--- src/motor_pwm_defs.svh ---
`ifndef MOTOR_PWM_DEFS_SVH
`define MOTOR_PWM_DEFS_SVH

// Register byte offsets
`define OFS_CTRL      6'h00
`define OFS_COUNT     6'h04
`define OFS_PERIOD    6'h08
`define OFS_SECMP     6'h0C
`define OFS_DUTY1     6'h10
`define OFS_DUTY2     6'h14
`define OFS_DUTY3     6'h18
`define OFS_DT1       6'h1C
`define OFS_DT2       6'h20
`define OFS_OVD       6'h24
`define OFS_PCON1     6'h28
`define OFS_FLTA      6'h2C
`define OFS_FLTB      6'h30
`define OFS_OSCSEL    6'h34

// Control and count register fields
`define CTRL_EN_BIT   15
`define CTRL_OPS_HI   7
`define CTRL_OPS_LO   4
`define CTRL_CKPS_HI  3
`define CTRL_CKPS_LO  2
`define CTRL_MOD_HI   1
`define CTRL_MOD_LO   0
`define COUNT_DIR_BIT 15

// Oscillator select word fields
`define OSC_LOCK_BIT  6
`define OSC_RD_MASK   8'hC7

// Dead-time, pair mode and override enable fields
`define DT_A_HI       5
`define DT_A_LO       0
`define DT_B_HI       13
`define DT_B_LO       8
`define DT_METHOD_BIT 8
`define PCON1_PMOD_LO 8
`define OVD_EN_LO     8

// Reset values
`define RST_OVD       16'h3F00
`define RST_WORD16    16'h0000

// Prescaler terminal counts
`define PRESC_T1      6'h00
`define PRESC_T4      6'h03
`define PRESC_T16     6'h0F
`define PRESC_T64     6'h3F

`endif

--- src/motor_pwm_pkg.sv ---
`default_nettype none
package motor_pwm_pkg;

  // Time base counting modes
  typedef enum logic [1:0] {
    MODE_FREE   = 2'h0,
    MODE_SINGLE = 2'h1,
    MODE_UPDOWN = 2'h2,
    MODE_DOUBLE = 2'h3
  } tb_mode_e;

  // Avalon-MM request from the master
  typedef struct packed {
    logic        read;
    logic        write;
    logic [5:0]  address;
    logic [31:0] writedata;
    logic [3:0]  byteenable;
  } av_req_s;

endpackage
`default_nettype wire

--- src/motor_pwm_time_base.sv ---
// Our own choices: the Avalon-MM slave port and the register addresses.
`timescale 1ns/1ps
`default_nettype none
`include "motor_pwm_defs.svh"

// What this block does
// - Lock bit blocks pair and fault writes
// - Three generators, each with duty register
// - Complementary pairs get dead time automatically
// - Method one: A before high, B before low
// - Method two: unit A or B per pair
// - Override bits force pins to levels
// - Special event trigger starts conversion
// - Control bits 1:0 select mode
// - Free-running counts up, wraps after match
// - Single event wraps, clears enable, halts
// - Up/down reverses at match, direction bit
// - Double mode events at zero and match
// - Fifteen-bit timer with pre- and postscaler
// - Prescale by 1, 4, 16 or 64
// - Count or control write clears prescaler
// - Period match and zero detect signals
// - Count bit 15 shows count direction
// - Disabling stops count, keeps value
// - Postscale events 1:1 to 1:16
// - Count or control write clears postscaler
// - Period double-buffered, loaded by mode
// - Postscaler ignored in single, double modes
module motor_pwm_time_base #(
  parameter int PAIRS = 3
) (
  // Clock and reset
  input  wire logic                    clk_sys,
  input  wire logic                    rst_n,
  // Avalon-MM register slave
  input  wire motor_pwm_pkg::av_req_s  bus_req,
  output logic [31:0]                  readdata,
  output logic                         waitrequest,
  // Device configuration word pins
  input  wire logic [7:0]              osc_config_pins,
  // Time base events
  output logic                         period_match,
  output logic                         zero_detect,
  output logic                         pwm_interrupt_flag,
  output logic                         adc_trigger,
  // Power stage drive
  output logic [PAIRS-1:0]             pwm_high,
  output logic [PAIRS-1:0]             pwm_low
);

  // Merge a 16-bit register with byte enables
  function automatic logic [15:0] merge16(input logic [15:0] old, input logic [31:0] wd, input logic [3:0] be);
    merge16 = {(be[1] ? wd[15:8] : old[15:8]), (be[0] ? wd[7:0] : old[7:0])};
  endfunction

  // Prescaler terminal count from select code
  function automatic logic [5:0] presc_term(input logic [1:0] sel);
    case (sel)
      2'h0:    presc_term = `PRESC_T1;
      2'h1:    presc_term = `PRESC_T4;
      2'h2:    presc_term = `PRESC_T16;
      default: presc_term = `PRESC_T64;
    endcase
  endfunction

  // Configuration word synchroniser
  logic [7:0]  osc_s1, osc_s2, osc_s3;        // Three-stage pin capture
  logic [7:0]  oscillator_select_config;      // Accepted configuration word
  logic [7:0]  next_oscillator_select_config; // Next accepted word
  logic        config_write_lock;             // Write lock bit

  // Software registers
  logic [7:0]  ctrl_lo, next_ctrl_lo;                 // Mode, prescale, postscale
  logic [14:0] period_buf, next_period_buf;           // Software period
  logic [14:0] secmp, next_secmp;                     // Special event compare
  logic [14:0] duty [PAIRS], next_duty [PAIRS];       // Duty values
  logic [15:0] dead_time_control_one, next_dt1;       // Dead times A and B
  logic [15:0] dead_time_control_two, next_dt2;       // Method and unit select
  logic [15:0] override_control, next_ovd;            // Override enables and levels
  logic [15:0] pair_control_one, next_pcon1;          // Pair mode bits
  logic [15:0] fault_a_control, next_flta;            // Fault A control
  logic [15:0] fault_b_control, next_fltb;            // Fault B control
  logic        read_valid, next_read_valid;           // Read answer ready
  logic [31:0] next_readdata;                         // Read answer

  // Time base state
  logic        time_base_enable, next_enable;         // Enable bit
  logic [14:0] count, next_count;                     // Count value field
  logic        count_direction_status, next_dir;      // Down when set
  logic [14:0] period_act, next_period_act;           // Active period
  logic [5:0]  presc, next_presc;                     // Prescaler counter
  logic [3:0]  post, next_post;                       // Postscaler counter
  logic        next_irq, next_trig;                   // Event pulses

  // Output stage state
  logic [PAIRS-1:0] side, next_side;                  // Commanded side per pair
  logic [5:0]       dt_cnt [PAIRS];                   // Dead-time counters
  logic [5:0]       next_dt_cnt [PAIRS];
  logic [PAIRS-1:0] next_high, next_low;

  // Decoded bus strobes, tick, match and zero conditions, and mode
  logic        wr, wr_ctrl, wr_count;
  logic        tick, match_now, zero_now;
  motor_pwm_pkg::tb_mode_e mode;

  assign mode      = motor_pwm_pkg::tb_mode_e'(ctrl_lo[`CTRL_MOD_HI:`CTRL_MOD_LO]);
  assign wr        = bus_req.write;
  assign wr_ctrl   = wr && (bus_req.address == `OFS_CTRL);
  assign wr_count  = wr && (bus_req.address == `OFS_COUNT);
  assign config_write_lock = oscillator_select_config[`OSC_LOCK_BIT];

  // Reads wait one cycle, writes complete at once
  assign waitrequest = bus_req.read && !read_valid;

  // Period match and zero detect from the count field
  assign match_now    = (count == period_act);
  assign zero_now     = (count == 15'h0000);
  assign period_match = match_now;
  assign zero_detect  = zero_now;

  // Accept the configuration word once two late stages agree
  always_comb begin
    next_oscillator_select_config = oscillator_select_config;
    if (osc_s2 == osc_s3) begin
      next_oscillator_select_config = osc_s3;
    end
  end

  // Synchroniser registers
  always_ff @(posedge clk_sys) begin
    if (!rst_n) begin
      osc_s1                   <= 8'h00;
      osc_s2                   <= 8'h00;
      osc_s3                   <= 8'h00;
      oscillator_select_config <= 8'h00;
    end else begin
      osc_s1                   <= osc_config_pins;
      osc_s2                   <= osc_s1;
      osc_s3                   <= osc_s2;
      oscillator_select_config <= next_oscillator_select_config;
    end
  end

  // Register writes and read decode
  always_comb begin
    next_ctrl_lo    = ctrl_lo;
    next_period_buf = period_buf;
    next_secmp      = secmp;
    next_duty       = duty;
    next_dt1        = dead_time_control_one;
    next_dt2        = dead_time_control_two;
    next_ovd        = override_control;
    next_pcon1      = pair_control_one;
    next_flta       = fault_a_control;
    next_fltb       = fault_b_control;
    next_read_valid = bus_req.read && !read_valid;
    next_readdata   = readdata;
    if (wr) begin
      case (bus_req.address)
        `OFS_CTRL:   next_ctrl_lo = bus_req.byteenable[0] ? bus_req.writedata[7:0] : ctrl_lo;
        `OFS_PERIOD: next_period_buf = 15'(merge16({1'b0, period_buf}, bus_req.writedata, bus_req.byteenable));
        `OFS_SECMP:  next_secmp = 15'(merge16({1'b0, secmp}, bus_req.writedata, bus_req.byteenable));
        `OFS_DUTY1:  next_duty[0] = 15'(merge16({1'b0, duty[0]}, bus_req.writedata, bus_req.byteenable));
        `OFS_DUTY2:  next_duty[1] = 15'(merge16({1'b0, duty[1]}, bus_req.writedata, bus_req.byteenable));
        `OFS_DUTY3:  next_duty[2] = 15'(merge16({1'b0, duty[2]}, bus_req.writedata, bus_req.byteenable));
        `OFS_DT1:    next_dt1 = merge16(dead_time_control_one, bus_req.writedata, bus_req.byteenable);
        `OFS_DT2:    next_dt2 = merge16(dead_time_control_two, bus_req.writedata, bus_req.byteenable);
        `OFS_OVD:    next_ovd = merge16(override_control, bus_req.writedata, bus_req.byteenable);
        // Locked registers ignore writes
        `OFS_PCON1: begin
          if (!config_write_lock) next_pcon1 = merge16(pair_control_one, bus_req.writedata, bus_req.byteenable);
        end
        `OFS_FLTA: begin
          if (!config_write_lock) next_flta = merge16(fault_a_control, bus_req.writedata, bus_req.byteenable);
        end
        `OFS_FLTB: begin
          if (!config_write_lock) next_fltb = merge16(fault_b_control, bus_req.writedata, bus_req.byteenable);
        end
        default: next_ctrl_lo = ctrl_lo;
      endcase
    end
    // Capture read answer on the first read cycle
    if (bus_req.read && !read_valid) begin
      case (bus_req.address)
        `OFS_CTRL:   next_readdata = {16'h0000, time_base_enable, 7'h00, ctrl_lo};
        `OFS_COUNT:  next_readdata = {16'h0000, count_direction_status, count};
        `OFS_PERIOD: next_readdata = {17'h00000, period_buf};
        `OFS_SECMP:  next_readdata = {17'h00000, secmp};
        `OFS_DUTY1:  next_readdata = {17'h00000, duty[0]};
        `OFS_DUTY2:  next_readdata = {17'h00000, duty[1]};
        `OFS_DUTY3:  next_readdata = {17'h00000, duty[2]};
        `OFS_DT1:    next_readdata = {16'h0000, dead_time_control_one};
        `OFS_DT2:    next_readdata = {16'h0000, dead_time_control_two};
        `OFS_OVD:    next_readdata = {16'h0000, override_control};
        `OFS_PCON1:  next_readdata = {16'h0000, pair_control_one};
        `OFS_FLTA:   next_readdata = {16'h0000, fault_a_control};
        `OFS_FLTB:   next_readdata = {16'h0000, fault_b_control};
        `OFS_OSCSEL: next_readdata = {24'h000000, oscillator_select_config & `OSC_RD_MASK};
        default:     next_readdata = 32'h00000000;
      endcase
    end
  end

  // Register file
  always_ff @(posedge clk_sys) begin
    if (!rst_n) begin
      ctrl_lo               <= 8'h00;
      period_buf            <= 15'h0000;
      secmp                 <= 15'h0000;
      duty                  <= '{default: 15'h0000};
      dead_time_control_one <= `RST_WORD16;
      dead_time_control_two <= `RST_WORD16;
      override_control      <= `RST_OVD;
      pair_control_one      <= `RST_WORD16;
      fault_a_control       <= `RST_WORD16;
      fault_b_control       <= `RST_WORD16;
      read_valid            <= 1'b0;
      readdata              <= 32'h00000000;
    end else begin
      ctrl_lo               <= next_ctrl_lo;
      period_buf            <= next_period_buf;
      secmp                 <= next_secmp;
      duty                  <= next_duty;
      dead_time_control_one <= next_dt1;
      dead_time_control_two <= next_dt2;
      override_control      <= next_ovd;
      pair_control_one      <= next_pcon1;
      fault_a_control       <= next_flta;
      fault_b_control       <= next_fltb;
      read_valid            <= next_read_valid;
      readdata              <= next_readdata;
    end
  end

  // Prescaled tick while enabled
  assign tick = time_base_enable && (presc == presc_term(ctrl_lo[`CTRL_CKPS_HI:`CTRL_CKPS_LO]));

  // Time base counter, period buffer, pre- and postscaler
  always_comb begin
    logic evt_scaled;
    logic evt_direct;
    evt_scaled      = 1'b0;
    evt_direct      = 1'b0;
    next_enable     = time_base_enable;
    next_count      = count;
    next_dir        = count_direction_status;
    next_period_act = period_act;
    next_post       = post;
    next_presc      = time_base_enable ? (tick ? 6'h00 : 6'(presc + 6'h01)) : 6'h00;
    // Disabled time base keeps count and tracks the buffer
    if (!time_base_enable) begin
      next_period_act = period_buf;
    end
    if (tick) begin
      case (mode)
        motor_pwm_pkg::MODE_FREE, motor_pwm_pkg::MODE_SINGLE: begin
          next_dir = 1'b0;
          if (match_now) begin
            next_count      = 15'h0000;
            next_period_act = period_buf;
            evt_scaled      = (mode == motor_pwm_pkg::MODE_FREE);
            evt_direct      = (mode == motor_pwm_pkg::MODE_SINGLE);
            if (mode == motor_pwm_pkg::MODE_SINGLE) next_enable = 1'b0;
          end else begin
            next_count = 15'(count + 15'h0001);
          end
        end
        default: begin
          // Up/down counting, both variants
          if (!count_direction_status) begin
            if (match_now && !zero_now) begin
              next_dir   = 1'b1;
              next_count = 15'(count - 15'h0001);
              evt_direct = (mode == motor_pwm_pkg::MODE_DOUBLE);
            end else begin
              next_count = match_now ? count : 15'(count + 15'h0001);
            end
            if (zero_now) begin
              next_period_act = period_buf;
              evt_scaled      = (mode == motor_pwm_pkg::MODE_UPDOWN);
              evt_direct      = (mode == motor_pwm_pkg::MODE_DOUBLE);
            end
          end else if (zero_now) begin
            next_dir        = 1'b0;
            next_count      = 15'h0001;
            next_period_act = period_buf;
            evt_scaled      = (mode == motor_pwm_pkg::MODE_UPDOWN);
            evt_direct      = (mode == motor_pwm_pkg::MODE_DOUBLE);
          end else begin
            next_count = 15'(count - 15'h0001);
          end
        end
      endcase
    end
    // Postscaler divides free-running and up/down events
    next_irq = evt_direct;
    if (evt_scaled) begin
      if (post == ctrl_lo[`CTRL_OPS_HI:`CTRL_OPS_LO]) begin
        next_post = 4'h0;
        next_irq  = 1'b1;
      end else begin
        next_post = 4'(post + 4'h1);
      end
    end
    // Software writes override hardware updates
    if (wr_count) begin
      next_count = 15'(merge16({1'b0, count}, bus_req.writedata, bus_req.byteenable));
    end
    if (wr_ctrl && bus_req.byteenable[1]) begin
      next_enable = bus_req.writedata[`CTRL_EN_BIT];
    end
    if (wr_ctrl || wr_count) begin
      next_presc = 6'h00;
      next_post  = 4'h0;
    end
    next_trig = tick && (next_count == secmp);
  end

  // Time base registers
  always_ff @(posedge clk_sys) begin
    if (!rst_n) begin
      time_base_enable       <= 1'b0;
      count                  <= 15'h0000;
      count_direction_status <= 1'b0;
      period_act             <= 15'h0000;
      presc                  <= 6'h00;
      post                   <= 4'h0;
      pwm_interrupt_flag     <= 1'b0;
      adc_trigger            <= 1'b0;
    end else begin
      time_base_enable       <= next_enable;
      count                  <= next_count;
      count_direction_status <= next_dir;
      period_act             <= next_period_act;
      presc                  <= next_presc;
      post                   <= next_post;
      pwm_interrupt_flag     <= next_irq;
      adc_trigger            <= next_trig;
    end
  end

  // Duty compare, dead time and override per pair
  always_comb begin
    logic       raw;
    logic       indep;
    logic [5:0] dt_val;
    raw    = 1'b0;
    indep  = 1'b0;
    dt_val = 6'h00;
    for (int i = 0; i < PAIRS; i++) begin
      raw = (count < duty[i]) && !(mode == motor_pwm_pkg::MODE_SINGLE && !time_base_enable);
      indep = pair_control_one[`PCON1_PMOD_LO + i];
      // Choose dead time by method
      if (dead_time_control_two[`DT_METHOD_BIT]) begin
        dt_val = dead_time_control_two[i] ? dead_time_control_one[`DT_B_HI:`DT_B_LO]
                                          : dead_time_control_one[`DT_A_HI:`DT_A_LO];
      end else begin
        dt_val = raw ? dead_time_control_one[`DT_A_HI:`DT_A_LO]
                     : dead_time_control_one[`DT_B_HI:`DT_B_LO];
      end
      next_side[i]   = raw;
      next_dt_cnt[i] = 6'h00;
      if (!indep && raw != side[i]) begin
        next_dt_cnt[i] = dt_val;
      end else if (dt_cnt[i] != 6'h00) begin
        next_dt_cnt[i] = 6'(dt_cnt[i] - 6'h01);
      end
      // Both off during dead time in complementary mode
      if (indep) begin
        next_high[i] = raw;
        next_low[i]  = raw;
      end else begin
        next_high[i] = (next_dt_cnt[i] == 6'h00) && raw;
        next_low[i]  = (next_dt_cnt[i] == 6'h00) && !raw;
      end
      // Override forces chosen levels
      if (!override_control[`OVD_EN_LO + 2 * i]) next_high[i] = override_control[2 * i];
      if (!override_control[`OVD_EN_LO + 2 * i + 1]) next_low[i] = override_control[2 * i + 1];
    end
  end

  // Output stage registers
  always_ff @(posedge clk_sys) begin
    if (!rst_n) begin
      side     <= '0;
      dt_cnt   <= '{default: 6'h00};
      pwm_high <= '0;
      pwm_low  <= '0;
    end else begin
      side     <= next_side;
      dt_cnt   <= next_dt_cnt;
      pwm_high <= next_high;
      pwm_low  <= next_low;
    end
  end
endmodule
`default_nettype wire

--- config.mk ---
export PLATFORM = sky130hd
export DESIGN_NAME = motor_pwm_time_base
export DESIGN_NICKNAME = d
export VERILOG_FILES = /design/src/motor_pwm_pkg.sv /design/src/motor_pwm_time_base.sv
export VERILOG_INCLUDE_DIRS = /design/src
export SDC_FILE = /design/constraint.sdc
export NUM_CORES = 1
export LEC_CHECK = 0
export BUFFER_PORTS_ARGS = -buffer_cell sky130_fd_sc_hd__clkbuf_2
export CAP_MARGIN = 5
export CORE_MARGIN = 2
export CORE_UTILIZATION = 46
export CTS_CLUSTER_DIAMETER = 120
export DETAILED_ROUTE_END_ITERATION = 7
export SLEW_MARGIN = 15
export SYNTH_ARGS = -nofsm -noshare
export SYNTH_HDL_FRONTEND = slang
export SYNTH_SLANG_ARGS = --single-unit
--- constraint.sdc ---
create_clock -name clk_sys -period 3.35 [get_ports clk_sys]
set_clock_uncertainty 0.05 [all_clocks]
set_input_delay 0.67 -clock clk_sys [delete_from_list [all_inputs] [get_ports clk_sys]]
set_output_delay 0.67 -clock clk_sys [all_outputs]
set_load 0.02 [all_outputs]
==> flow_metrics.py, run 1 <==
metrics = {
    "status": {
        "outcome": "finished with violations",
        "violations": "design-rule violations",
    },
    "cts": {
        "numCtsBuffers": 35,
        "cts_tree": "yes",
        "insertion_delay_ps": 560,
        "cts_hold_buf": 0,
        "htree_levels": 2,
        "root_buffer": "clkbuf_16",
        "clk_pin_slew_ps": 60,
        "cts.sinks": 296,
        "clockBufferDepth": 3,
    },
    "worst_setup_path": {
        "r2r_start": "count[2]",
        "start_kind": "register",
        "rr_worst_depth": 10,
        "cp-startpoint": "count[2]",
        "crit_slowest_cell": "a211oi_1",
        "cp-end-kind": "register",
        "r2r_setup_slack_ps": 130,
        "slowest_delay_ps": 470,
        "cp_cell_sequence": "buf_4, nor4b_2, nand4_1, buf_4, and2_0, a211oi_1, or4_1, and4_1, nand4_1, nor4_2",
        "cp_data_arrival_time_ps": 3630,
        "cp_max_fo": 7,
        "crit_end": "adc_trigger",
        "rr_endpoint": "adc_trigger",
        "cp_data_required_time_ps": 3750,
        "crit_type": "reg -> reg",
    },
    "placed_design": {
        "place_ws_ps": -96.0,
        "dpl_cell_area_sq_mm": 0.0178,
        "numPortBuffers": 62,
        "dp_hpwl_um": 42200,
        "place_congestion": 0.970,
    },
    "pwr": {
        "power_switching_mw": 2.50,
        "combPwrFrac_pct": 15.5,
        "clkPwrFrac_pct": 43.1,
        "power_mw": 9.03,
        "internal_power_mw": 6.53,
        "power_density_mw_per_mm2": 474,
        "peakVddDrop_mv": 0.421,
        "p_leak_nw": 7.49,
        "pwr-share-seq_pct": 41.4,
        "switching_share_pct": 27.7,
    },
    "timing": {
        "fin_hold_ws_ps": 264,
        "worst_slack_ps": 127,
        "post-route-period-util_pct": 96.2,
        "final-hold-violation-count": 0,
        "slew_headroom_pct": 46.0,
        "setup_violations": 0,
        "max_freq_mhz": 310,
        "period_minus_slack_ps": 3220,
        "drv_slew": 0,
        "tightest_slew_ps": 811,
    },
    "grt": {
        "grt-ovfl-total": 0,
        "track_usage_pct": 31.5,
        "antenna_found_initial": 0,
        "grt_max_degree": 79,
        "first_global_vias": 14715,
        "grt_pass1_wl_um": 87400,
    },
    "detailed_routing": {
        "drc": 5,
        "totalWireLength_um": 57400,
        "via_per_inst": 6.00,
        "drtIter0Drc": 1674,
        "routedWlPerCell_um": 21.9,
        "dr.pass1.iters": 8,
        "vias": 15751,
        "drtAntennaViolNets": 0,
    },
    "hold_path": {
        "worstHoldPathType": "in -> reg",
        "holdCritStartpoint": "osc_config_pins[4]",
        "hold_path_depth": 2,
    },
    "synthesis": {
        "synth.area.mux_share_pct": 7.26,
        "synthAdderAreaFrac_pct": 4.19,
        "syn-cell-area_sq_mm": 0.0161,
        "synth-seq-cells": 296,
        "synth_async_sr_flop_share_pct": 0,
        "synth_top_family_by_area": "simple AND/OR/NAND/NOR gates",
        "ys_types": 91,
        "synth_seq_area_share_pct": 36.8,
        "synth_compound_area_share_pct": 19.2,
        "yosysTopAreaCellShare_pct": 36.8,
        "synthCells": 1995,
        "synth_top_area_cell": "dfxtp_1",
        "yosys.area_share.simple_pct": 23.5,
        "avgSynthCellArea_sq_um": 8.08,
        "ys_top_cells_by_area": "dfxtp_1 37%, nand2_1 7.4%, a21oi_1 6.2%",
        "yosysWarnings": 0,
        "yosys.area_share.xor_xnor_pct": 3.64,
        "synth-edff-count": 0,
        "ys.flop_type": "dfxtp_1",
    },
    "cells_and_area": {
        "fill_cells": 3283,
        "post-route-cell-area_sq_mm": 0.0191,
        "nNetsFinal": 2252,
        "drive_gt1_share_pct": 16.6,
        "diodes": 0,
        "area_growth_syn_to_layout_pct": 18.3,
    },
    "floorplan": {
        "core-area_sq_mm": 0.0345,
        "io_pins": 97,
        "start_util_pct": 46.6,
        "die_area_sq_mm": 0.0365,
        "die_w_um": 191,
        "rows": 68,
        "die_height_um": 191,
    },
    "run": {
        "drv_cap": 0,
    },
}
[flip-flops by register name (all words and copies together) (netlist names), 6 cells and up]
signal and flops:
dead_time_control_two 16, osc_s1 8, dt_cnt 18, presc 6, override_control 16, ctrl_lo 8, osc_s3 8, osc_s2 8
fault_b_control 16, period_act 15, dead_time_control_one 16, duty 45, period_buf 15, readdata 16, secmp 15, fault_a_control 16
pair_control_one 16, count 15
[logic make-up (layout without fill, tap and decap cells)]
family	Yosys count	count (layout)
xor gates and xnor gates	67	67
AOI/OAI and AO/OA	453	453
muxes	113	113
other	1	16
and+or+nand+nor	802	802
adders and majority gates	54	54
DFF	296	296
buffers and inverters	209	369
[routing by layer]
layer	share of wire [%]	routed length (um)	vias to the layer above	global-route usage, %
met3	10	5930	153	6.70
li1	-	-	7406	-
met1	42	24300	7393	43.1
met2	43	24600	799	47.5
met4	4.5	2570	0	13.8
met5	0	0	-	0
[critical path: cells and delay by family, from the launching register on]
| kind | cells | cell delay (ps) |
|---|---|---|
| AND/OR/NAND/NOR | 7 | 1710 |
| buffers and inverters | 2 | 470 |
| AO/OA/AOI/OAI | 1 | 470 |
| flip-flops | 1 | 390 |
[repair_timing]
action / CTS / global route
resized for setup: 0 / 10
hold endpoints to repair: 0 / 0
endpoints found under the setup margin: 0 / 5
setup buffers: 0 / 3
[cell type report]
class | instances | area [sq um] | share of cell area, %
sequential | 296 | 5930 | 31.1
clock inverter | 12 | 179 | 0.939
timing repair buffer | 238 | 1710 | 8.96
tap | 455 | 569 | 2.99
clock buffer | 51 | 996 | 5.23
multi-input combinational | 1505 | 9420 | 49.4
inverter | 68 | 260 | 1.37
[cell usage after synthesis, types with 32 or more instances]
cell,n
and2_1,37
xor2_1,44
a22oi_1,32
inv_1,66
nand2_1,319
nand3_1,69
nor2_1,184
nor3_1,46
dfxtp_1,296
ha_1,54
clkbuf_1,98
a21oi_1,199
mux2i_1,94
[worst min-delay path by stage]
| stage | endpoint | slack, ps |
|---|---|---|
| CTS | osc_s1[5] | 240 |
| global route | osc_s1[7] | 260 |
| detailed placement | osc_s2[0] | 370 |
| finish | osc_s1[4] | 260 |
| global placement | osc_s2[4] | 360 |
| floorplan | osc_s2[0] | 360 |
[placed cells by master (no fill, tap or decap), drive strengths merged, types with 11 or more instances in the layout]
master and n:
inv 69, nand2 321, a21oi 201, nor2b 14
nor3 49, a31oi 18, o211ai 12, a211oi 12
nor4 23, nand2b 11, and3 18, mux2 18
buf 176, xor2 44, and4 11, clkbuf 113
and2 41, a22oi 32, ha 54, o21ai 34
conb 16, xnor2 23, a221oi 12, nand4 21
or3 11, mux2i 95, a222oi 30, nand3 69
nor2 184, dfxtp 296
[through the flow]
stage	instances	utilization (%)	TNS (ps)
floorplan	2010	-	0
global placement	2559	51.6	-116
detailed placement	2559	51.6	-96.0
CTS	2622	55.0	0
global route	2625	55.2	-28.1
finish	2625	55.2	0
[power groups by stage]
stage,combinational (mW),clock (mW),sequential [mW]
after detailed placement,1.37,0,3.82
after floorplan,1.01,0,3.80
final,1.40,3.90,3.74
after global routing,1.56,4.08,3.76
after CTS,1.38,3.94,3.74
after global placement,1.35,0,3.81
No activity file was read; power rests on OpenSTA's default activity.
==> inputs of run 2 (changes only) <==
- GPL_TIMING_DRIVEN: unset -> 0
==> run 2 against run 1 <==
  * The run ends with negative setup slack left
  * Cell count decreased by 0.95%
  * Cell area decreased by 1.8%
  * Die area stayed put
  * Sequential power hardly changed
  * Non-clock buffer count shrank 23
  * Via count increased by 4.3%
  * Register-to-register slack worse by 120 ps
  * Critical path type is now in -> reg
==> flow_metrics.py, run 2 (same netlist as run 1, synthesis figures left out) <==
metrics = {
    "timing": {
        "grt_setup_unrepaired": "true",
        "fin_hold_ws_ps": 288,
        "slew_headroom_pct": 25.5,
        "drv_slew": 0,
        "final-hold-violation-count": 0,
        "max_freq_mhz": 297,
        "post-route-period-util_pct": 100,
        "setup_violations": 1,
        "period_minus_slack_ps": 3370,
        "tightest_slew_ps": 1120,
        "worst_slack_ps": -15.6,
    },
    "cells_and_area": {
        "nNetsFinal": 2228,
        "largest_register_ffs": 45,
        "post-route-cell-area_sq_mm": 0.0187,
        "drive_gt1_share_pct": 13.7,
        "final_cell_mix": "317 x nand2_1, 281 x dfxtp_1, 195 x a21oi_1",
        "diodes": 0,
        "area_growth_syn_to_layout_pct": 16.1,
        "largestRegisters": "duty x45, dt_cnt x18",
        "top_register": "duty",
        "layout_commonest_cell": "nand2_1",
    },
    "run": {
        "drv_cap": 0,
    },
    "worst_setup_path": {
        "r2r_start": "count[1]",
        "start_kind": "input pin",
        "rr_endpoint": "adc_trigger",
        "cp_data_arrival_time_ps": 3770,
        "crit_slowest_cell": "nor2_2",
        "cp_cell_sequence": "clkbuf_2, nor2_1, nand3_1, nor2_2, clkbuf_2, a222oi_1, o2111a_1, a21oi_1, a21oi_1, nor2_1",
        "cp_data_required_time_ps": 3750,
        "cp-end-kind": "register",
        "crit_type": "in -> reg",
        "r2r_setup_slack_ps": 10,
        "rr_worst_depth": 14,
        "slowest_delay_ps": 680,
        "cp-startpoint": "bus_req[37]",
        "crit_end": "readdata[13]",
        "cp_max_fo": 10,
    },
    "grt": {
        "grt_max_degree": 14,
        "grt_pass1_wl_um": 94900,
        "antenna_found_initial": 1,
        "grt-ovfl-total": 0,
        "track_usage_pct": 35.2,
        "first_global_vias": 14939,
    },
    "pwr": {
        "p_leak_nw": 7.11,
        "peakVddDrop_mv": 0.413,
        "power_density_mw_per_mm2": 499,
    },
    "cts": {
        "cts_tree": "yes",
        "numCtsBuffers": 34,
        "cts_hold_buf": 0,
        "clk_pin_slew_ps": 60,
        "cts.sinks": 296,
        "insertion_delay_ps": 540,
        "htree_levels": 2,
        "clockBufferDepth": 3,
        "root_buffer": "clkbuf_16",
    },
    "detailed_routing": {
        "drc": 0,
        "routedWlPerCell_um": 25.0,
        "dr.pass1.iters": 8,
        "totalWireLength_um": 64900,
        "vias": 16435,
        "drtAntennaViolNets": 0,
        "via_per_inst": 6.32,
        "drtIter0Drc": 2277,
    },
    "placed_design": {
        "dp_hpwl_um": 48900,
        "dpl_cell_area_sq_mm": 0.0171,
        "place_congestion": 1.04,
        "numPortBuffers": 58,
    },
    "floorplan": {
        "die_height_um": 191,
        "die_w_um": 191,
        "rows": 68,
        "io_pins": 97,
        "core-area_sq_mm": 0.0345,
        "start_util_pct": 46.6,
        "die_area_sq_mm": 0.0365,
    },
    "status": {
        "outcome": "finished with violations",
        "violations": "negative setup slack",
    },
    "hold_path": {
        "worstHoldPathType": "in -> reg",
        "holdCritStartpoint": "osc_config_pins[7]",
    },
}
run 2: changes by cell type in the layout (fill, tap and decap cells not counted), sizes merged:
cell	previous run	this run
clkinv	7	10
bufinv	3	7
buf	176	56
clkbuf	113	200
inv	69	67
clkinvlp	1	4
run 2: cell type report:
| class | count | area, sq um |
|---|---|---|
| Timing Repair Buffer | 75 | 418 |
| Inverter | 68 | 263 |
| Fill cell | 3348 | 15800 |
| Buffer | 140 | 662 |
| Multi-Input combinational cell | 1505 | 9610 |
| Clock buffer | 41 | 907 |
| Clock inverter | 20 | 332 |
| Sequential cell | 296 | 5950 |
| Tap cell | 455 | 569 |
run 2: timing repair:
item,CTS,global route
setup endpoints to repair,72,75
pin swaps,1,4
resized for setup,44,52
setup buffers,7,9
run 2: per-layer routing:
| metal | vias up | share of wire (%) | track usage [%] |
|---|---|---|---|
| met4 | 2 | 5.7 | 17.6 |
| met3 | 231 | 12 | 7.97 |
| li1 | 7377 | - | - |
| met5 | - | 0.011 | 0 |
| met2 | 1090 | 41 | 51.8 |
| met1 | 7735 | 41 | 48.2 |
run 2: critical path: cells and delay by family:
family	cells	cell delay, ps
AND/OR/NAND/NOR	4	1660
AO/OA/AOI/OAI	4	860
buffers and inverters	2	560
run 2: power breakdown:
group | internal (mW) | leakage (nW) | switching (mW) | total, mW
Sequential | 3.64 | 2.40 | 0.0926 | 3.73
Clock | 2.50 | 0.602 | 1.59 | 4.10
Combinational | 0.573 | 4.10 | 0.943 | 1.52
run 2: stage by stage:
stage / instances / power [mW] / util (%) / setup slack (ps) / setup TNS, ps
finish: 2600 / 9.34 / 54.2 / -15.6 / -15.6
global placement: 2523 / 5.19 / 49.3 / -1070 / -76350
floorplan: 2010 / 4.82 / - / 358 / 0
global route: 2600 / 9.67 / 54.2 / -3.41 / -4.46
CTS: 2591 / 9.31 / 53.5 / 1.59 / 0
detailed placement: 2524 / 5.22 / 49.4 / -1060 / -75860
run 2: worst min-delay path by stage:
stage	endpoint	slack, ps	cells after the start
6_report	osc_s1[7]	290	2
5_1_grt	osc_s1[4]	290	2
4_1_cts	osc_s1[4]	280	2
3_5_place_dp	osc_s2[6]	370	1
3_3_place_gp	osc_s2[4]	360	1
2_1_floorplan	osc_s2[0]	360	1
